File: src/pkg/usfc_pkg.sv
// constants, types and decode helpers for the serial frame and baud control block
// Summary of operation
// - receive-enable on starts the receiver and takes over the receive pin.
// - receive-enable off empties the receive buffer and its error flags.
// - transmit-enable on starts the transmitter and takes over the transmit pin.
// - after transmit-enable off, finish buffer and shifter, then release the pin.
// - mode field: 00 async, 01 sync, 11 master SPI, 10 reserved; only bit 6 is decoded, so 11 runs as sync and 10 as async.
// - parity field: 00 off, 10 even, 11 odd; transmitter appends parity.
// - receiver checks parity of each character and flags a mismatch.
// - stop select gives one or two transmitted stop bits; receiver ignores it.
// - size codes 000..011 give 5..8 bits, 111 gives 9; others reserved.
// - sync polarity 0: transmit on rising, sample on falling; 1 reverses.
// - baud value is 12 bits: high register bits 11..8, low bits 7..0.
// - writing the low baud byte reloads the prescaler at once.
// - low-byte baud writes act immediately, even mid-frame, possibly corrupting it; high-byte writes wait for the next reload.
// - double speed cuts the async divider from sixteen to eight.
package usfc_pkg;
    // *****************************************
    // register map (byte addresses on APB)
    // *****************************************
    localparam logic [7:0] OFF_CTRL_B = 8'h00;
    localparam logic [7:0] OFF_FRAME_C = 8'h04;
    localparam logic [7:0] OFF_BAUD_LO = 8'h08;
    localparam logic [7:0] OFF_BAUD_HI = 8'h0C;
    localparam logic [7:0] OFF_STATUS = 8'h10;
    localparam logic [7:0] OFF_DATA = 8'h14;
    localparam logic [7:0] CTRL_B_RST = 8'h00;
    localparam logic [7:0] FRAME_C_RST = 8'h06;
    localparam logic [11:0] BAUD_RST = 12'h000;
    // *****************************************
    // field positions
    // *****************************************
    localparam int B_RXEN = 4;
    localparam int B_TXEN = 3;
    localparam int B_CSZ2 = 2;
    localparam int B_RX9 = 1;
    localparam int B_TX9 = 0;
    localparam int C_STOP = 3;
    localparam int C_POL = 0;
    localparam int C_MODE_SYNC = 6;
    localparam int C_PAR_EN = 5;
    localparam int C_PAR_ODD = 4;
    localparam int C_CSZ_HI = 2;
    localparam int C_CSZ_LO = 1;
    localparam int S_RXFULL = 7;
    localparam int S_TXC = 6;
    localparam int S_TXEMPTY = 5;
    localparam int S_FE = 4;
    localparam int S_DOR = 3;
    localparam int S_PE = 2;
    localparam int S_DBL = 1;
    // *****************************************
    // oversampling: 16 ticks a bit, 8 at double speed
    // *****************************************
    localparam logic [3:0] OS_TOP_N = 4'hF;
    localparam logic [3:0] OS_TOP_D = 4'h7;
    localparam logic [3:0] OS_MID_N = 4'h7;
    localparam logic [3:0] OS_MID_D = 4'h3;
    typedef enum logic [1:0] {MODE_ASYNC = 2'b00, MODE_SYNC = 2'b01,
        MODE_RSVD = 2'b10, MODE_MSPI = 2'b11} usfc_mode_t;
    typedef enum logic [2:0] {TX_IDLE = 3'b000, TX_START = 3'b001, TX_DATA = 3'b010,
        TX_PAR = 3'b011, TX_STOP1 = 3'b100, TX_STOP2 = 3'b101} usfc_tx_t;
    typedef enum logic [2:0] {RX_IDLE = 3'b000, RX_START = 3'b001, RX_DATA = 3'b010,
        RX_PAR = 3'b011, RX_STOP = 3'b100} usfc_rx_t;
    // reserved size codes fall back to eight bits
    function automatic logic [3:0] usfc_nbits(input logic [2:0] c);
        case (c)
            3'b000: usfc_nbits = 4'h5;
            3'b001: usfc_nbits = 4'h6;
            3'b010: usfc_nbits = 4'h7;
            3'b111: usfc_nbits = 4'h9;
            default: usfc_nbits = 4'h8;
        endcase
    endfunction : usfc_nbits
    function automatic logic [8:0] usfc_mask(input logic [3:0] n);
        usfc_mask = 9'(~(9'h1FF << n));
    endfunction : usfc_mask
endpackage : usfc_pkg

File: src/logic/usfc_top.sv
// serial port control, frame format, baud generator and frame engines behind APB
//
// The placing of the registers and register access over APB are this design's own decisions.
module usfc_top
    import usfc_pkg::*;
(
    input wire logic pclk, // system clock
    input wire logic presetn, // async reset, active low
    input wire logic [7:0] paddr, // byte address
    input wire logic psel, // slave select
    input wire logic penable, // access phase
    input wire logic pwrite, // write when high
    input wire logic [31:0] pwdata, // write data
    output logic [31:0] prdata, // read data
    output logic pready, // transfer done
    output logic pslverr, // unmapped address
    input wire logic receive_pin, // serial data in
    output logic transmit_pin, // serial data out
    output logic transmit_pin_oe, // transmitter owns the pin
    output logic receive_pin_own, // receiver owns the pin
    output logic sync_transfer_clock, // generated transfer clock
    output logic sync_transfer_clock_oe // clock driven in sync modes
);
    // *****************************************
    // registers and bus
    // *****************************************
    logic [7:0] ctrl_b_reg, ctrl_b_next;
    logic [7:0] frame_c_reg, frame_c_next;
    logic [11:0] baud_reg, baud_next;
    logic dbl_reg, dbl_next;
    logic txc_reg, txc_next;
    logic pready_reg, pready_next;
    logic pslverr_reg, pslverr_next;
    logic [31:0] prdata_reg, prdata_next;
    logic [8:0] txbuf_reg, txbuf_next;
    logic txfull_reg, txfull_next;
    logic [8:0] rxbuf_reg;
    logic rxfull_reg, fe_reg, pe_reg, dor_reg;
    logic acc, wr, rd, mapped, tx_done, tx_load;
    logic [3:0] nbits;
    logic sync_m, par_en, par_odd;
    always_comb
    begin
        acc = psel & penable & pready_reg;
        wr = acc & pwrite;
        rd = acc & ~pwrite;
        mapped = paddr inside {OFF_CTRL_B, OFF_FRAME_C, OFF_BAUD_LO, OFF_BAUD_HI,
            OFF_STATUS, OFF_DATA};
        nbits = usfc_nbits({ctrl_b_reg[B_CSZ2], frame_c_reg[C_CSZ_HI:C_CSZ_LO]});
        sync_m = frame_c_reg[C_MODE_SYNC];
        par_en = frame_c_reg[C_PAR_EN];
        par_odd = frame_c_reg[C_PAR_ODD];
        ctrl_b_next = ctrl_b_reg;
        frame_c_next = frame_c_reg;
        baud_next = baud_reg;
        dbl_next = dbl_reg;
        txbuf_next = txbuf_reg;
        txfull_next = txfull_reg;
        txc_next = txc_reg;
        pready_next = psel & penable & ~pready_reg;
        pslverr_next = psel & penable & ~pready_reg & ~mapped;
        prdata_next = 32'h0000_0000;
        if (psel & penable & ~pready_reg)
        begin
            unique case (paddr)
                OFF_CTRL_B: prdata_next[7:0] = {ctrl_b_reg[7:2], rxbuf_reg[8],
                    ctrl_b_reg[B_TX9]};
                OFF_FRAME_C: prdata_next[7:0] = frame_c_reg;
                OFF_BAUD_LO: prdata_next[7:0] = baud_reg[7:0];
                OFF_BAUD_HI: prdata_next[3:0] = baud_reg[11:8];
                OFF_STATUS: prdata_next[7:0] = {rxfull_reg, txc_reg, ~txfull_reg,
                    fe_reg, dor_reg, pe_reg, dbl_reg, 1'b0};
                OFF_DATA: prdata_next[7:0] = rxbuf_reg[7:0];
                default: prdata_next = 32'h0000_0000;
            endcase
        end
        if (wr)
        begin
            unique case (paddr)
                OFF_CTRL_B: ctrl_b_next = {pwdata[7:2], 1'b0, pwdata[0]};
                OFF_FRAME_C: frame_c_next = pwdata[7:0];
                OFF_BAUD_LO: baud_next[7:0] = pwdata[7:0];
                OFF_BAUD_HI: baud_next[11:8] = pwdata[3:0];
                OFF_STATUS:
                begin
                    dbl_next = pwdata[S_DBL];
                    if (pwdata[S_TXC])
                        txc_next = 1'b0;
                end
                OFF_DATA:
                    if (!txfull_reg)
                    begin
                        // ninth bit is taken from the control register now
                        txbuf_next = {ctrl_b_reg[B_TX9], pwdata[7:0]};
                        txfull_next = 1'b1;
                    end
                default: ;
            endcase
        end
        if (tx_load)
            txfull_next = 1'b0;
        if (tx_done & ~txfull_next)
            txc_next = 1'b1;
    end
    // *****************************************
    // baud prescaler and bit timing
    // *****************************************
    logic [11:0] bcnt_reg, bcnt_next;
    logic [3:0] txos_reg, txos_next;
    logic xck_reg, xck_next;
    logic tick, tx_step, rx_edge;
    logic [3:0] os_top, os_mid;
    always_comb
    begin
        // a low-byte write restarts the count at once, even mid-frame
        tick = (bcnt_reg == 12'h000);
        bcnt_next = tick ? baud_reg : 12'(bcnt_reg - 12'h001);
        if (wr && paddr == OFF_BAUD_LO)
            bcnt_next = {baud_reg[11:8], pwdata[7:0]};
        os_top = (dbl_reg & ~sync_m) ? OS_TOP_D : OS_TOP_N;
        os_mid = (dbl_reg & ~sync_m) ? OS_MID_D : OS_MID_N;
        txos_next = txos_reg;
        if (tick)
            txos_next = (txos_reg >= os_top) ? 4'h0 : 4'(txos_reg + 4'h1);
        xck_next = sync_m ? (xck_reg ^ tick) : 1'b0;
        if (sync_m)
        begin
            tx_step = tick & (xck_reg == frame_c_reg[C_POL]);
            rx_edge = tick & (xck_reg != frame_c_reg[C_POL]);
        end
        else
        begin
            // a count left above the top by a speed change wraps first, no short bit
            tx_step = tick & (txos_reg == os_top);
            rx_edge = tick;
        end
    end
    always_ff @(posedge pclk or negedge presetn)
    begin
        if (!presetn)
        begin
            ctrl_b_reg <= CTRL_B_RST;
            frame_c_reg <= FRAME_C_RST;
            baud_reg <= BAUD_RST;
            dbl_reg <= 1'b0;
            txc_reg <= 1'b0;
            txbuf_reg <= 9'h000;
            txfull_reg <= 1'b0;
            pready_reg <= 1'b0;
            pslverr_reg <= 1'b0;
            prdata_reg <= 32'h0000_0000;
            bcnt_reg <= BAUD_RST;
            txos_reg <= 4'h0;
            xck_reg <= 1'b0;
        end
        else
        begin
            ctrl_b_reg <= ctrl_b_next;
            frame_c_reg <= frame_c_next;
            baud_reg <= baud_next;
            dbl_reg <= dbl_next;
            txc_reg <= txc_next;
            txbuf_reg <= txbuf_next;
            txfull_reg <= txfull_next;
            pready_reg <= pready_next;
            pslverr_reg <= pslverr_next;
            prdata_reg <= prdata_next;
            bcnt_reg <= bcnt_next;
            txos_reg <= txos_next;
            xck_reg <= xck_next;
        end
    end
    // *****************************************
    // transmitter
    // *****************************************
    usfc_tx_t tx_reg, tx_next;
    logic [8:0] tsh_reg, tsh_next;
    logic [3:0] tcnt_reg, tcnt_next;
    logic tpar_reg, tpar_next;
    logic txd_reg, txd_next;
    logic toe_reg, toe_next;
    logic [8:0] tdat;
    always_comb
    begin
        tx_next = tx_reg;
        tsh_next = tsh_reg;
        tcnt_next = tcnt_reg;
        tpar_next = tpar_reg;
        txd_next = txd_reg;
        tx_done = 1'b0;
        tdat = txbuf_reg & usfc_mask(nbits);
        tx_load = tx_step & (tx_reg == TX_IDLE) & txfull_reg;
        if (tx_step)
        begin
            unique case (tx_reg)
                TX_IDLE:
                    if (txfull_reg)
                    begin
                        tsh_next = tdat;
                        tpar_next = (^tdat) ^ par_odd;
                        tcnt_next = 4'h1;
                        tx_next = TX_START;
                        txd_next = 1'b0;
                    end
                TX_START:
                begin
                    tx_next = TX_DATA;
                    txd_next = tsh_reg[0];
                end
                TX_DATA:
                    if (tcnt_reg == nbits)
                    begin
                        tx_next = par_en ? TX_PAR : TX_STOP1;
                        txd_next = par_en ? tpar_reg : 1'b1;
                    end
                    else
                    begin
                        tsh_next = tsh_reg >> 1;
                        tcnt_next = 4'(tcnt_reg + 4'h1);
                        txd_next = tsh_reg[1];
                    end
                TX_PAR:
                begin
                    tx_next = TX_STOP1;
                    txd_next = 1'b1;
                end
                TX_STOP1:
                begin
                    tx_next = frame_c_reg[C_STOP] ? TX_STOP2 : TX_IDLE;
                    tx_done = ~frame_c_reg[C_STOP];
                end
                TX_STOP2:
                begin
                    tx_next = TX_IDLE;
                    tx_done = 1'b1;
                end
                default:
                    tx_next = TX_IDLE;
            endcase
        end
        // pending work keeps the pin after enable drops
        toe_next = ctrl_b_reg[B_TXEN] | (tx_next != TX_IDLE) | txfull_next;
    end
    always_ff @(posedge pclk or negedge presetn)
    begin
        if (!presetn)
        begin
            tx_reg <= TX_IDLE;
            tsh_reg <= 9'h000;
            tcnt_reg <= 4'h0;
            tpar_reg <= 1'b0;
            txd_reg <= 1'b1;
            toe_reg <= 1'b0;
        end
        else
        begin
            tx_reg <= toe_reg ? tx_next : TX_IDLE;
            tsh_reg <= tsh_next;
            tcnt_reg <= tcnt_next;
            tpar_reg <= tpar_next;
            txd_reg <= toe_reg ? txd_next : 1'b1;
            toe_reg <= toe_next;
        end
    end
    // *****************************************
    // receiver
    // *****************************************
    usfc_rx_t rx_reg, rx_next;
    logic [8:0] rsh_reg, rsh_next, rxbuf_next, rdat;
    logic [3:0] rcnt_reg, rcnt_next, ros_reg, ros_next;
    logic rpar_reg, rpar_next, rxfull_next, fe_next, pe_next, dor_next;
    logic ren_reg, ren_next, rsamp, rd_data;
    always_comb
    begin
        rx_next = rx_reg;
        rsh_next = rsh_reg;
        rcnt_next = rcnt_reg;
        rpar_next = rpar_reg;
        ros_next = ros_reg;
        rxbuf_next = rxbuf_reg;
        rxfull_next = rxfull_reg;
        fe_next = fe_reg;
        pe_next = pe_reg;
        dor_next = dor_reg;
        ren_next = ctrl_b_reg[B_RXEN];
        rdat = 9'(rsh_reg >> (4'h9 - nbits));
        rd_data = rd && paddr == OFF_DATA;
        if (rd_data)
        begin
            rxfull_next = 1'b0;
            fe_next = 1'b0;
            pe_next = 1'b0;
            dor_next = 1'b0;
        end
        if (rx_edge && !sync_m)
            ros_next = (ros_reg >= os_top) ? 4'h0 : 4'(ros_reg + 4'h1);
        rsamp = sync_m ? rx_edge :
            rx_edge & (ros_reg == ((rx_reg == RX_START) ? os_mid : os_top));
        if (rx_reg == RX_IDLE)
        begin
            ros_next = 4'h0;
            if (ren_reg && rx_edge && !receive_pin)
                rx_next = sync_m ? RX_DATA : RX_START;
            rcnt_next = 4'h0;
        end
        else if (rsamp)
        begin
            ros_next = 4'h0;
            unique case (rx_reg)
                RX_START:
                    rx_next = receive_pin ? RX_IDLE : RX_DATA;
                RX_DATA:
                begin
                    rsh_next = {receive_pin, rsh_reg[8:1]};
                    rcnt_next = 4'(rcnt_reg + 4'h1);
                    if (4'(rcnt_reg + 4'h1) == nbits)
                        rx_next = par_en ? RX_PAR : RX_STOP;
                end
                RX_PAR:
                begin
                    rpar_next = receive_pin;
                    rx_next = RX_STOP;
                end
                RX_STOP:
                begin
                    // only the first stop bit is checked, whatever the stop select
                    rx_next = RX_IDLE;
                    if (rxfull_reg && !rd_data)
                        dor_next = 1'b1;
                    else
                    begin
                        rxbuf_next = rdat;
                        rxfull_next = 1'b1;
                        fe_next = ~receive_pin;
                        pe_next = par_en & ((^rdat) ^ par_odd ^ rpar_reg);
                    end
                end
                default:
                    rx_next = RX_IDLE;
            endcase
        end
        if (!ren_reg)
        begin
            rx_next = RX_IDLE;
            rxfull_next = 1'b0;
            fe_next = 1'b0;
            pe_next = 1'b0;
            dor_next = 1'b0;
        end
    end
    always_ff @(posedge pclk or negedge presetn)
    begin
        if (!presetn)
        begin
            rx_reg <= RX_IDLE;
            rsh_reg <= 9'h000;
            rcnt_reg <= 4'h0;
            rpar_reg <= 1'b0;
            ros_reg <= 4'h0;
            rxbuf_reg <= 9'h000;
            rxfull_reg <= 1'b0;
            fe_reg <= 1'b0;
            pe_reg <= 1'b0;
            dor_reg <= 1'b0;
            ren_reg <= 1'b0;
        end
        else
        begin
            rx_reg <= rx_next;
            rsh_reg <= rsh_next;
            rcnt_reg <= rcnt_next;
            rpar_reg <= rpar_next;
            ros_reg <= ros_next;
            rxbuf_reg <= rxbuf_next;
            rxfull_reg <= rxfull_next;
            fe_reg <= fe_next;
            pe_reg <= pe_next;
            dor_reg <= dor_next;
            ren_reg <= ren_next;
        end
    end
    assign prdata = prdata_reg;
    assign pready = pready_reg;
    assign pslverr = pslverr_reg;
    assign transmit_pin = txd_reg;
    assign transmit_pin_oe = toe_reg;
    assign receive_pin_own = ren_reg;
    assign sync_transfer_clock = xck_reg;
    assign sync_transfer_clock_oe = sync_m;
    // *****************************************
    // checks
    // *****************************************
    property p_rx_own;
        @(posedge pclk) disable iff (!presetn) ctrl_b_reg[B_RXEN] |=> receive_pin_own;
    endproperty
    a_rx_own: assert property (p_rx_own) else $error("receiver did not take pin");
    property p_flush;
        @(posedge pclk) disable iff (!presetn)
            !ren_reg |=> !rxfull_reg && !fe_reg && !pe_reg && !dor_reg;
    endproperty
    a_flush: assert property (p_flush) else $error("flags kept while disabled");
    property p_tx_own;
        @(posedge pclk) disable iff (!presetn) ctrl_b_reg[B_TXEN] |=> transmit_pin_oe;
    endproperty
    a_tx_own: assert property (p_tx_own) else $error("transmitter did not take pin");
    property p_tx_hold;
        @(posedge pclk) disable iff (!presetn)
            (tx_reg != TX_IDLE || txfull_reg) |-> transmit_pin_oe;
    endproperty
    a_tx_hold: assert property (p_tx_hold) else $error("pin released early");
    property p_baud_lo;
        @(posedge pclk) disable iff (!presetn)
            wr && paddr == OFF_BAUD_LO |=> bcnt_reg == baud_reg;
    endproperty
    a_baud_lo: assert property (p_baud_lo) else $error("prescaler not reloaded");
    property p_hi_rsv;
        @(posedge pclk) disable iff (!presetn)
            psel && penable && !pready_reg && !pwrite && paddr == OFF_BAUD_HI
            |=> prdata[31:4] == 28'h0000000;
    endproperty
    a_hi_rsv: assert property (p_hi_rsv) else $error("reserved baud bits not zero");
    property p_par_bit;
        @(posedge pclk) disable iff (!presetn)
            $rose(tx_reg == TX_PAR) |-> transmit_pin == tpar_reg;
    endproperty
    a_par_bit: assert property (p_par_bit) else $error("wrong parity bit sent");
    property p_one_stop;
        @(posedge pclk) disable iff (!presetn)
            tx_step && tx_reg == TX_STOP1 && !frame_c_reg[C_STOP] && toe_reg
            |=> tx_reg == TX_IDLE;
    endproperty
    a_one_stop: assert property (p_one_stop) else $error("extra stop bit");
    property p_async_step;
        @(posedge pclk) disable iff (!presetn)
            !sync_m && tx_step |-> txos_reg == os_top && tick;
    endproperty
    a_async_step: assert property (p_async_step) else $error("bad bit period");
endmodule : usfc_top

File: config.mk
export PLATFORM = sky130hd
export DESIGN_NAME = usfc_top
export DESIGN_NICKNAME = d
export VERILOG_FILES = /design/src/pkg/usfc_pkg.sv /design/src/logic/usfc_top.sv
export SDC_FILE = /design/constraint.sdc
export NUM_CORES = 1
export LEC_CHECK = 0
export BUFFER_PORTS_ARGS = -buffer_cell sky130_fd_sc_hd__clkbuf_2
export CAP_MARGIN = 0
export CORE_ASPECT_RATIO = 0.8
export CORE_MARGIN = 5
export CORE_UTILIZATION = 60
export CTS_CLUSTER_DIAMETER = 30
export DETAILED_ROUTE_END_ITERATION = 12
export GPL_TIMING_DRIVEN = 1
export PLACE_DENSITY = 0.79
export SETUP_SLACK_MARGIN = 0.3
export SYNTH_ARGS = -nofsm -noshare
export SYNTH_HDL_FRONTEND = slang
export SYNTH_SLANG_ARGS = --single-unit
File: constraint.sdc
create_clock -name pclk -period 5.91 [get_ports pclk]
set_input_delay 0.2955 -clock pclk [delete_from_list [all_inputs] [get_ports pclk]]
set_output_delay 0.2955 -clock pclk [all_outputs]
set_load 0.01 [all_outputs]
==> run metrics, run 1 <==
Worst path slowest cell=dfstp_2; hold_buf cts=1; initial cell density of the core=61.6%; syn_area_per_cell=9.25 sq um; antenna-violating nets left=0; P_leak=3.53 nW; startpoint types=register; layout cell share with drive strength beyond 1=17.1%; CP Capture Type=register; Area after DPL=approximately 7300 sq um; critical path peak fanout=34; row count=35; post-synth top area cell=dfrtp_1; Worst-Margin Slew=a little over 1000 ps; drt drc=0; R2R depth=12; Arrival @ worst endpoint=4160 ps; post-layout util=67.9%; overall routed net length=17600 um; n_diodes=0; final slew viol count=0; top cell type's share of synthesized area=between 40% and 50%; core area=roughly 12000 sq um; DR vias/cell=approximately 6.3; critical-path cell list=nand2b_1 > a21o_1 > ha_1 > ha_1 > nor2b_1 > o311a_1 > o21ai_0 > a21o_1 > a211o_1 > nand3_1 > or4b_1 > o211ai_1; slew margin rel.=30.9%; CTS tree=done; Max Cap Viol=0; Initial DRC Count=499; Fill cells=872; Worst Skew=between 7 and 8 ps; Max stage delay on crit path=910 ps; hold path depth=2; post-synthesis sequential area ratio=42.1%; final setup violating endpoints=0; Final Critical Period=3810 ps; ys flop type=dfrtp_1; Min Hold Slack=126 ps; CP required=6250 ps; Peak VDD IR=297 uV; status=finished clean; #FFs+latches synth=120; Tcrit/Tclk final=64.5%; largest net degree at the start of global routing=83; Die Area=14200 sq um; first-pass GRT wire length=~29000 um; Clk Latency, worst-skew pair=between 400 and 500 ps; Post-DP HPWL=between 10000 and 15000 um; Reg area=3010 sq um; vias in the first global route=around 5700; total negative slack=0 ps; Post-Syn Area=7140 sq um; routed len/inst=about 19 um; setup slack after layout=2100 ps; Setup CP Type=register to register; pre-CTS WS=2170 ps; hold path start=paddr[6]; CTS Buffer Depth=2; Finished Cell Area=7880 sq um; H-tree levels=4; initial antenna violation count=0; I/O Buffers=36; Hold Path Class=input pin to register; io pins=85; placer congestion estimate=0.913; Remaining Overflow, GRT=0; clock-pin slew on the worst setup and hold paths=60 ps; multi-input combinational cell area=3740 sq um; Achievable Freq=around 260 MHz; post-CTS sizing=0; # nets final=844; async set-reset flop share out of synthesis=100%; CTS Root Cell=clkbuf_16; worst reg2reg endpoint=pe_reg$_DFF_PN0_; Synth cell types=79; DIE WIDTH=roughly 130 um; Setup Buffers After CTS=0; synth top area cells=dfrtp_1, mux2_2, nand2_1, o21ai_0, nor2_1; Synth Instances=772; Die Ht=108 um; r2r setup slk=2100 ps; Reg2Reg Launch Point=frame_c_reg[1]$_DFFE_PN1P_; GR Util All Layers=25.3%; hold endpoint=prdata[0]$_DFF_PN0_; synth warn=0; number of flops mapped to enable cells by yosys=0; First-pass DRT Iterations=5; final hold vios=0; Area growth syn-to-layout=10.3%; RSZ-0062 raised after global routing=no; CTS sink count=120; CTS Buf Count=17; pwr dens=261 nW/um^2; DR vias=5926
[cell usage after synthesis (3+ instances only)]
master    number
clkbuf_1      25
mux2i_1       18
nand3_1       25
o22ai_1        3
a31oi_1       14
a22oi_1        8
a32oi_1        4
mux4_2         4
nor2_1        66
a211oi_1       8
inv_1         31
a21o_1         5
and3_1         5
o211a_1        3
buf_2         15
nor2b_1       15
o21ai_1        6
a21boi_0       3
o211ai_1       5
o21ai_0       54
buf_4         25
xor2_1         7
o31ai_1        3
nor3_1        13
or4_1          3
a221oi_1       3
a21oi_1       33
mux2_2        44
nand4_1        7
dfstp_2        3
nand2_1       84
ha_1          11
dfrtp_1      117
xnor2_1       22
nand2b_1      10
nor4_1         6
and2_1         8
nor3b_1        4
[kinds of logic after synthesis]
group | share of synthesized area (%)
simple gates | 19.2
fa+ha+maj | 1.93
mux | 10.7
other cells | 0.0525
compound gates | 15.7
flops | 42.1
buf+inv | 6.74
xor+xnor | 3.56
[layout by cell type, fill, tap and decap left out, types with 15 or more instances in the layout]
cell and n:
dfrtp_1 117, inv_1 31, nand3_1 25, clkbuf_16 17
clkbuf_2 35, xnor2_1 22, nand2_1 84, o21ai_0 54
conb_1 24, nor2b_1 15, mux2_2 44, nor2_1 66
mux2i_1 18, a21oi_1 33
[worst max-delay path, delay by kind of cell (launching register included)]
kind | cells | cell delay [ps]
adders and majority gates | 2 | 570
AOI/OAI and AO/OA | 6 | 1250
DFF | 1 | 910
and+or+nand+nor | 4 | 1020
[how the worst max path moves through the flow]
stage / from / end
2_1_floorplan: frame_c_reg[2]$_DFFE_PN1P_ / pe_reg$_DFF_PN0_
3_3_place_gp: frame_c_reg[1]$_DFFE_PN1P_ / pe_reg$_DFF_PN0_
3_5_place_dp: frame_c_reg[1]$_DFFE_PN1P_ / pe_reg$_DFF_PN0_
4_1_cts: frame_c_reg[1]$_DFFE_PN1P_ / pe_reg$_DFF_PN0_
5_1_grt: frame_c_reg[1]$_DFFE_PN1P_ / pe_reg$_DFF_PN0_
6_report: frame_c_reg[1]$_DFFE_PN1P_ / pe_reg$_DFF_PN0_
[report_power, final]
| group | switching [mW] | total (mW) | internal [mW] | leakage (nW) |
|---|---|---|---|---|
| Combinational | 0.0687 | 0.109 | 0.0404 | 1.68 |
| Clock | 0.380 | 1.07 | 0.693 | 0.302 |
| Sequential | 0.0282 | 0.873 | 0.845 | 1.55 |
[per-layer routing]
layer	GRT usage, %	vias up	share of wire [%]
li1	-	2731	-
met1	34.5	2903	43
met2	39.8	259	47
met3	6.64	33	8.0
met4	7.93	0	1.7
met5	0	-	0
[area by class of cell]
| class | instances | share of cell area (%) |
|---|---|---|
| Sequential cell | 120 | 38.2 |
| Inverter | 31 | 1.48 |
| Clock buffer | 20 | 5.92 |
| Tap cell | 148 | 2.35 |
| Multi-Input combinational cell | 577 | 47.5 |
| Clock inverter | 12 | 1.87 |
| Timing Repair Buffer | 40 | 2.73 |
[per-stage QoR]
stage / std cells / total power [mW]
4_1_cts: 948 / 2.06
6_report: 948 / 2.06
3_5_place_dp: 915 / 0.995
3_3_place_gp: 915 / 0.988
2_1_floorplan: 795 / 0.958
5_1_grt: 948 / 2.12
(Power assumes the default switching activity.)
==> run 2: changes to the inputs <==
CORE_UTILIZATION = 59   (was 60)
PLACE_DENSITY = 0.78   (was 0.79)
clock period = 3.6 ns   (was 5.91 ns; I/O delays follow)
==> run metrics, run 2 (same netlist as run 1, synthesis figures left out) <==
status=finished clean; Area growth syn-to-layout=12.0%; routed len/inst=18.6 um (+0.47%); PnR Total Power=3.41 mW (+66%); GR Util All Layers=25.3% (about the same); Critical Path End=pe_reg$_DFF_PN0_; largest net degree at the start of global routing=60 (-28%); placed insts=928 (+1.4%); slew margin rel.=45.7% (+15 points); Max Cap Viol=0 (unchanged); non-filler cells, final=961 (+1.4%); pwr dens=426 nW/um^2 (+63%); Setup Buffers After CTS=0 (unchanged); overall routed net length=17900 um (+1.8%); Die Ht=108 um (+0.77%); P_leak=3.60 nW (+2.1%); Area after DPL=7350 sq um (+1.3%); r2r setup slk=510 ps (-1590 ps); Final Critical Period=3090 ps (-721 ps); Die Area=14400 sq um (+1.6%); first-pass GRT wire length=28900 um (+0.39%); Worst path slowest cell=dfstp_2; final slew viol count=0 (unchanged); Remaining Overflow, GRT=0 (unchanged); vias in the first global route=5712 (-0.33%); clock-pin slew on the worst setup and hold paths=50 ps (about the same); R2R depth=12 (unchanged); row count=36 (+2.9%); CTS Buffer Depth=2 (unchanged); total negative slack=0 ps (unchanged); Finished Cell Area=8000 sq um (+1.5%); Critical Path Start=frame_c_reg[1]$_DFFE_PN1P_; sw frac=24.1% (+0.93 points); post-layout util=66.5% (-1.4 points); Clock power frac=52.6% (+0.4 points); # nets final=853 (+1.1%); Max stage delay on crit path=570 ps (-340 ps); Worst-Margin Slew=810 ps (-226 ps); Setup CP Type=register to register; final hold vios=0 (unchanged); Clk Latency, worst-skew pair=420 ps (about the same); placer congestion estimate=0.905 (-0.93%); First-pass DRT Iterations=6 (+1); delay-heaviest family, CP=compound AO/OA/AOI/OAI gates; Initial DRC Count=549 (+10%); CTS Root Cell=clkbuf_16; DR vias/cell=6.22 (-0.45%); n_diodes=0 (unchanged); drt drc=0 (unchanged); H-tree levels=4 (unchanged); final setup violating endpoints=0 (unchanged); Crit. path cell count=12 (unchanged); CTS tree=done; Reg2Reg Launch Point=frame_c_reg[1]$_DFFE_PN1P_; Post-DP HPWL=12600 um (+1.6%); initial antenna violation count=0 (unchanged); Achievable Freq=323 MHz (+23%); layout cell share with drive strength beyond 1=18.8% (+1.7 points); DR vias=5980 (+0.91%); CP Capture Type=register; Combinational Power Share=5.4% (about the same); crit path buf inv count=0 (unchanged); initial cell density of the core=59.4% (-2.2 points); Worst Skew=6.63 ps (-0.991 ps); critical-path cell list=nand2b_1 > a21o_1 > ha_2 > ha_4 > nand2b_4 > a311oi_1 > o211a_1 > a211oi_2 > o211ai_1 > a21oi_1 > or4b_1 > o211ai_1; CTS sink count=120 (unchanged); CP required=3940 ps (-2310 ps); Peak VDD IR=386 uV (+30%); io pins=85 (unchanged); Tcrit/Tclk final=85.9% (+21 points); antenna-violating nets left=0 (unchanged); startpoint types=register; commonest non-fill, non-tap cell in the layout=dfrtp_1; Hold Path Class=input pin to register; I/O Buffers=36 (unchanged); most frequent cells in the layout=dfrtp_1, nand2_1, nor2_1; Arrival @ worst endpoint=3430 ps (-730 ps); RSZ-0062 raised after global routing=no; critical path peak fanout=8 (-76%); NetSw=0.822 mW (+72%); Fill cells=912 (+4.6%); CP most frequent cell=o211ai_1; Power Internal=2.59 mW (+64%); worst reg2reg endpoint=pe_reg$_DFF_PN0_; Seq pwr share=42.0% (-0.5 points); core area=12000 sq um (+3.6%); DIE WIDTH=133 um (+0.78%); CTS Buf Count=17 (unchanged)
## run 2: changes by cell type in the layout (fill, tap and decap cells not counted), moves of 2 or more
cell      before  now
buf_4          4   12
clkinv_2       5    2
clkinv_4       1    4
ha_1          11    9
inv_6          1    3
o21ai_0       54   52
o21ai_1        6    8
## run 2: cell type report
type | instances | area, sq um | area share [%]
inverter | 31 | 116 | 1.45
clock buffer | 19 | 453 | 5.66
clock inverter | 13 | 169 | 2.11
tap | 152 | 190 | 2.38
timing repair buffer | 49 | 287 | 3.58
sequential | 120 | 3010 | 37.6
multi-input combinational | 577 | 3780 | 47.2
## run 2: layer usage
layer	share of wire, %	routed length [um]	global-route usage [%]
met5	0	0	0
met2	47	8470	40.9
met3	8.5	1530	6.23
met1	43	7750	34.9
met4	0.97	173	5.49
## run 2: worst min path at each step
stage             start                 endpoint  slack [ps]  cells after the start
2_1_floorplan   presetn  baud_reg[0]$_DFFE_PN0P_        -120                      0
3_3_place_gp    presetn   rsh_reg[7]$_DFFE_PN0P_         280                      1
3_5_place_dp    presetn   rsh_reg[7]$_DFFE_PN0P_         290                      1
4_1_cts        paddr[6]      prdata[0]$_DFF_PN0_          10                      2
5_1_grt        paddr[6]      prdata[0]$_DFF_PN0_          20                      2
6_report       paddr[6]      prdata[0]$_DFF_PN0_          30                      2
## run 2: metrics by stage
step / worst slack, ps / hold WS (ps)
after floorplan: 310 / -116
after global placement: 447 / 276
after detailed placement: 401 / 288
after CTS: 364 / 13.6
after global routing: 337 / 19.3
final: 508 / 27.2
## run 2: repair_timing
item	CTS	global route
setup endpoints to repair	0	1
endpoints found under the hold margin	55	0
hold buffers	1	0
resized for setup	0	7
## run 2: power by group through the flow
| stage | Clock (mW) | Combinational, mW | Sequential [mW] |
|---|---|---|---|
| final | 1.79 | 0.184 | 1.43 |
| after global routing | 1.86 | 0.207 | 1.44 |
| after CTS | 1.80 | 0.183 | 1.43 |
| after detailed placement | 0 | 0.178 | 1.45 |
| after global placement | 0 | 0.174 | 1.45 |
| after floorplan | 0 | 0.131 | 1.44 |
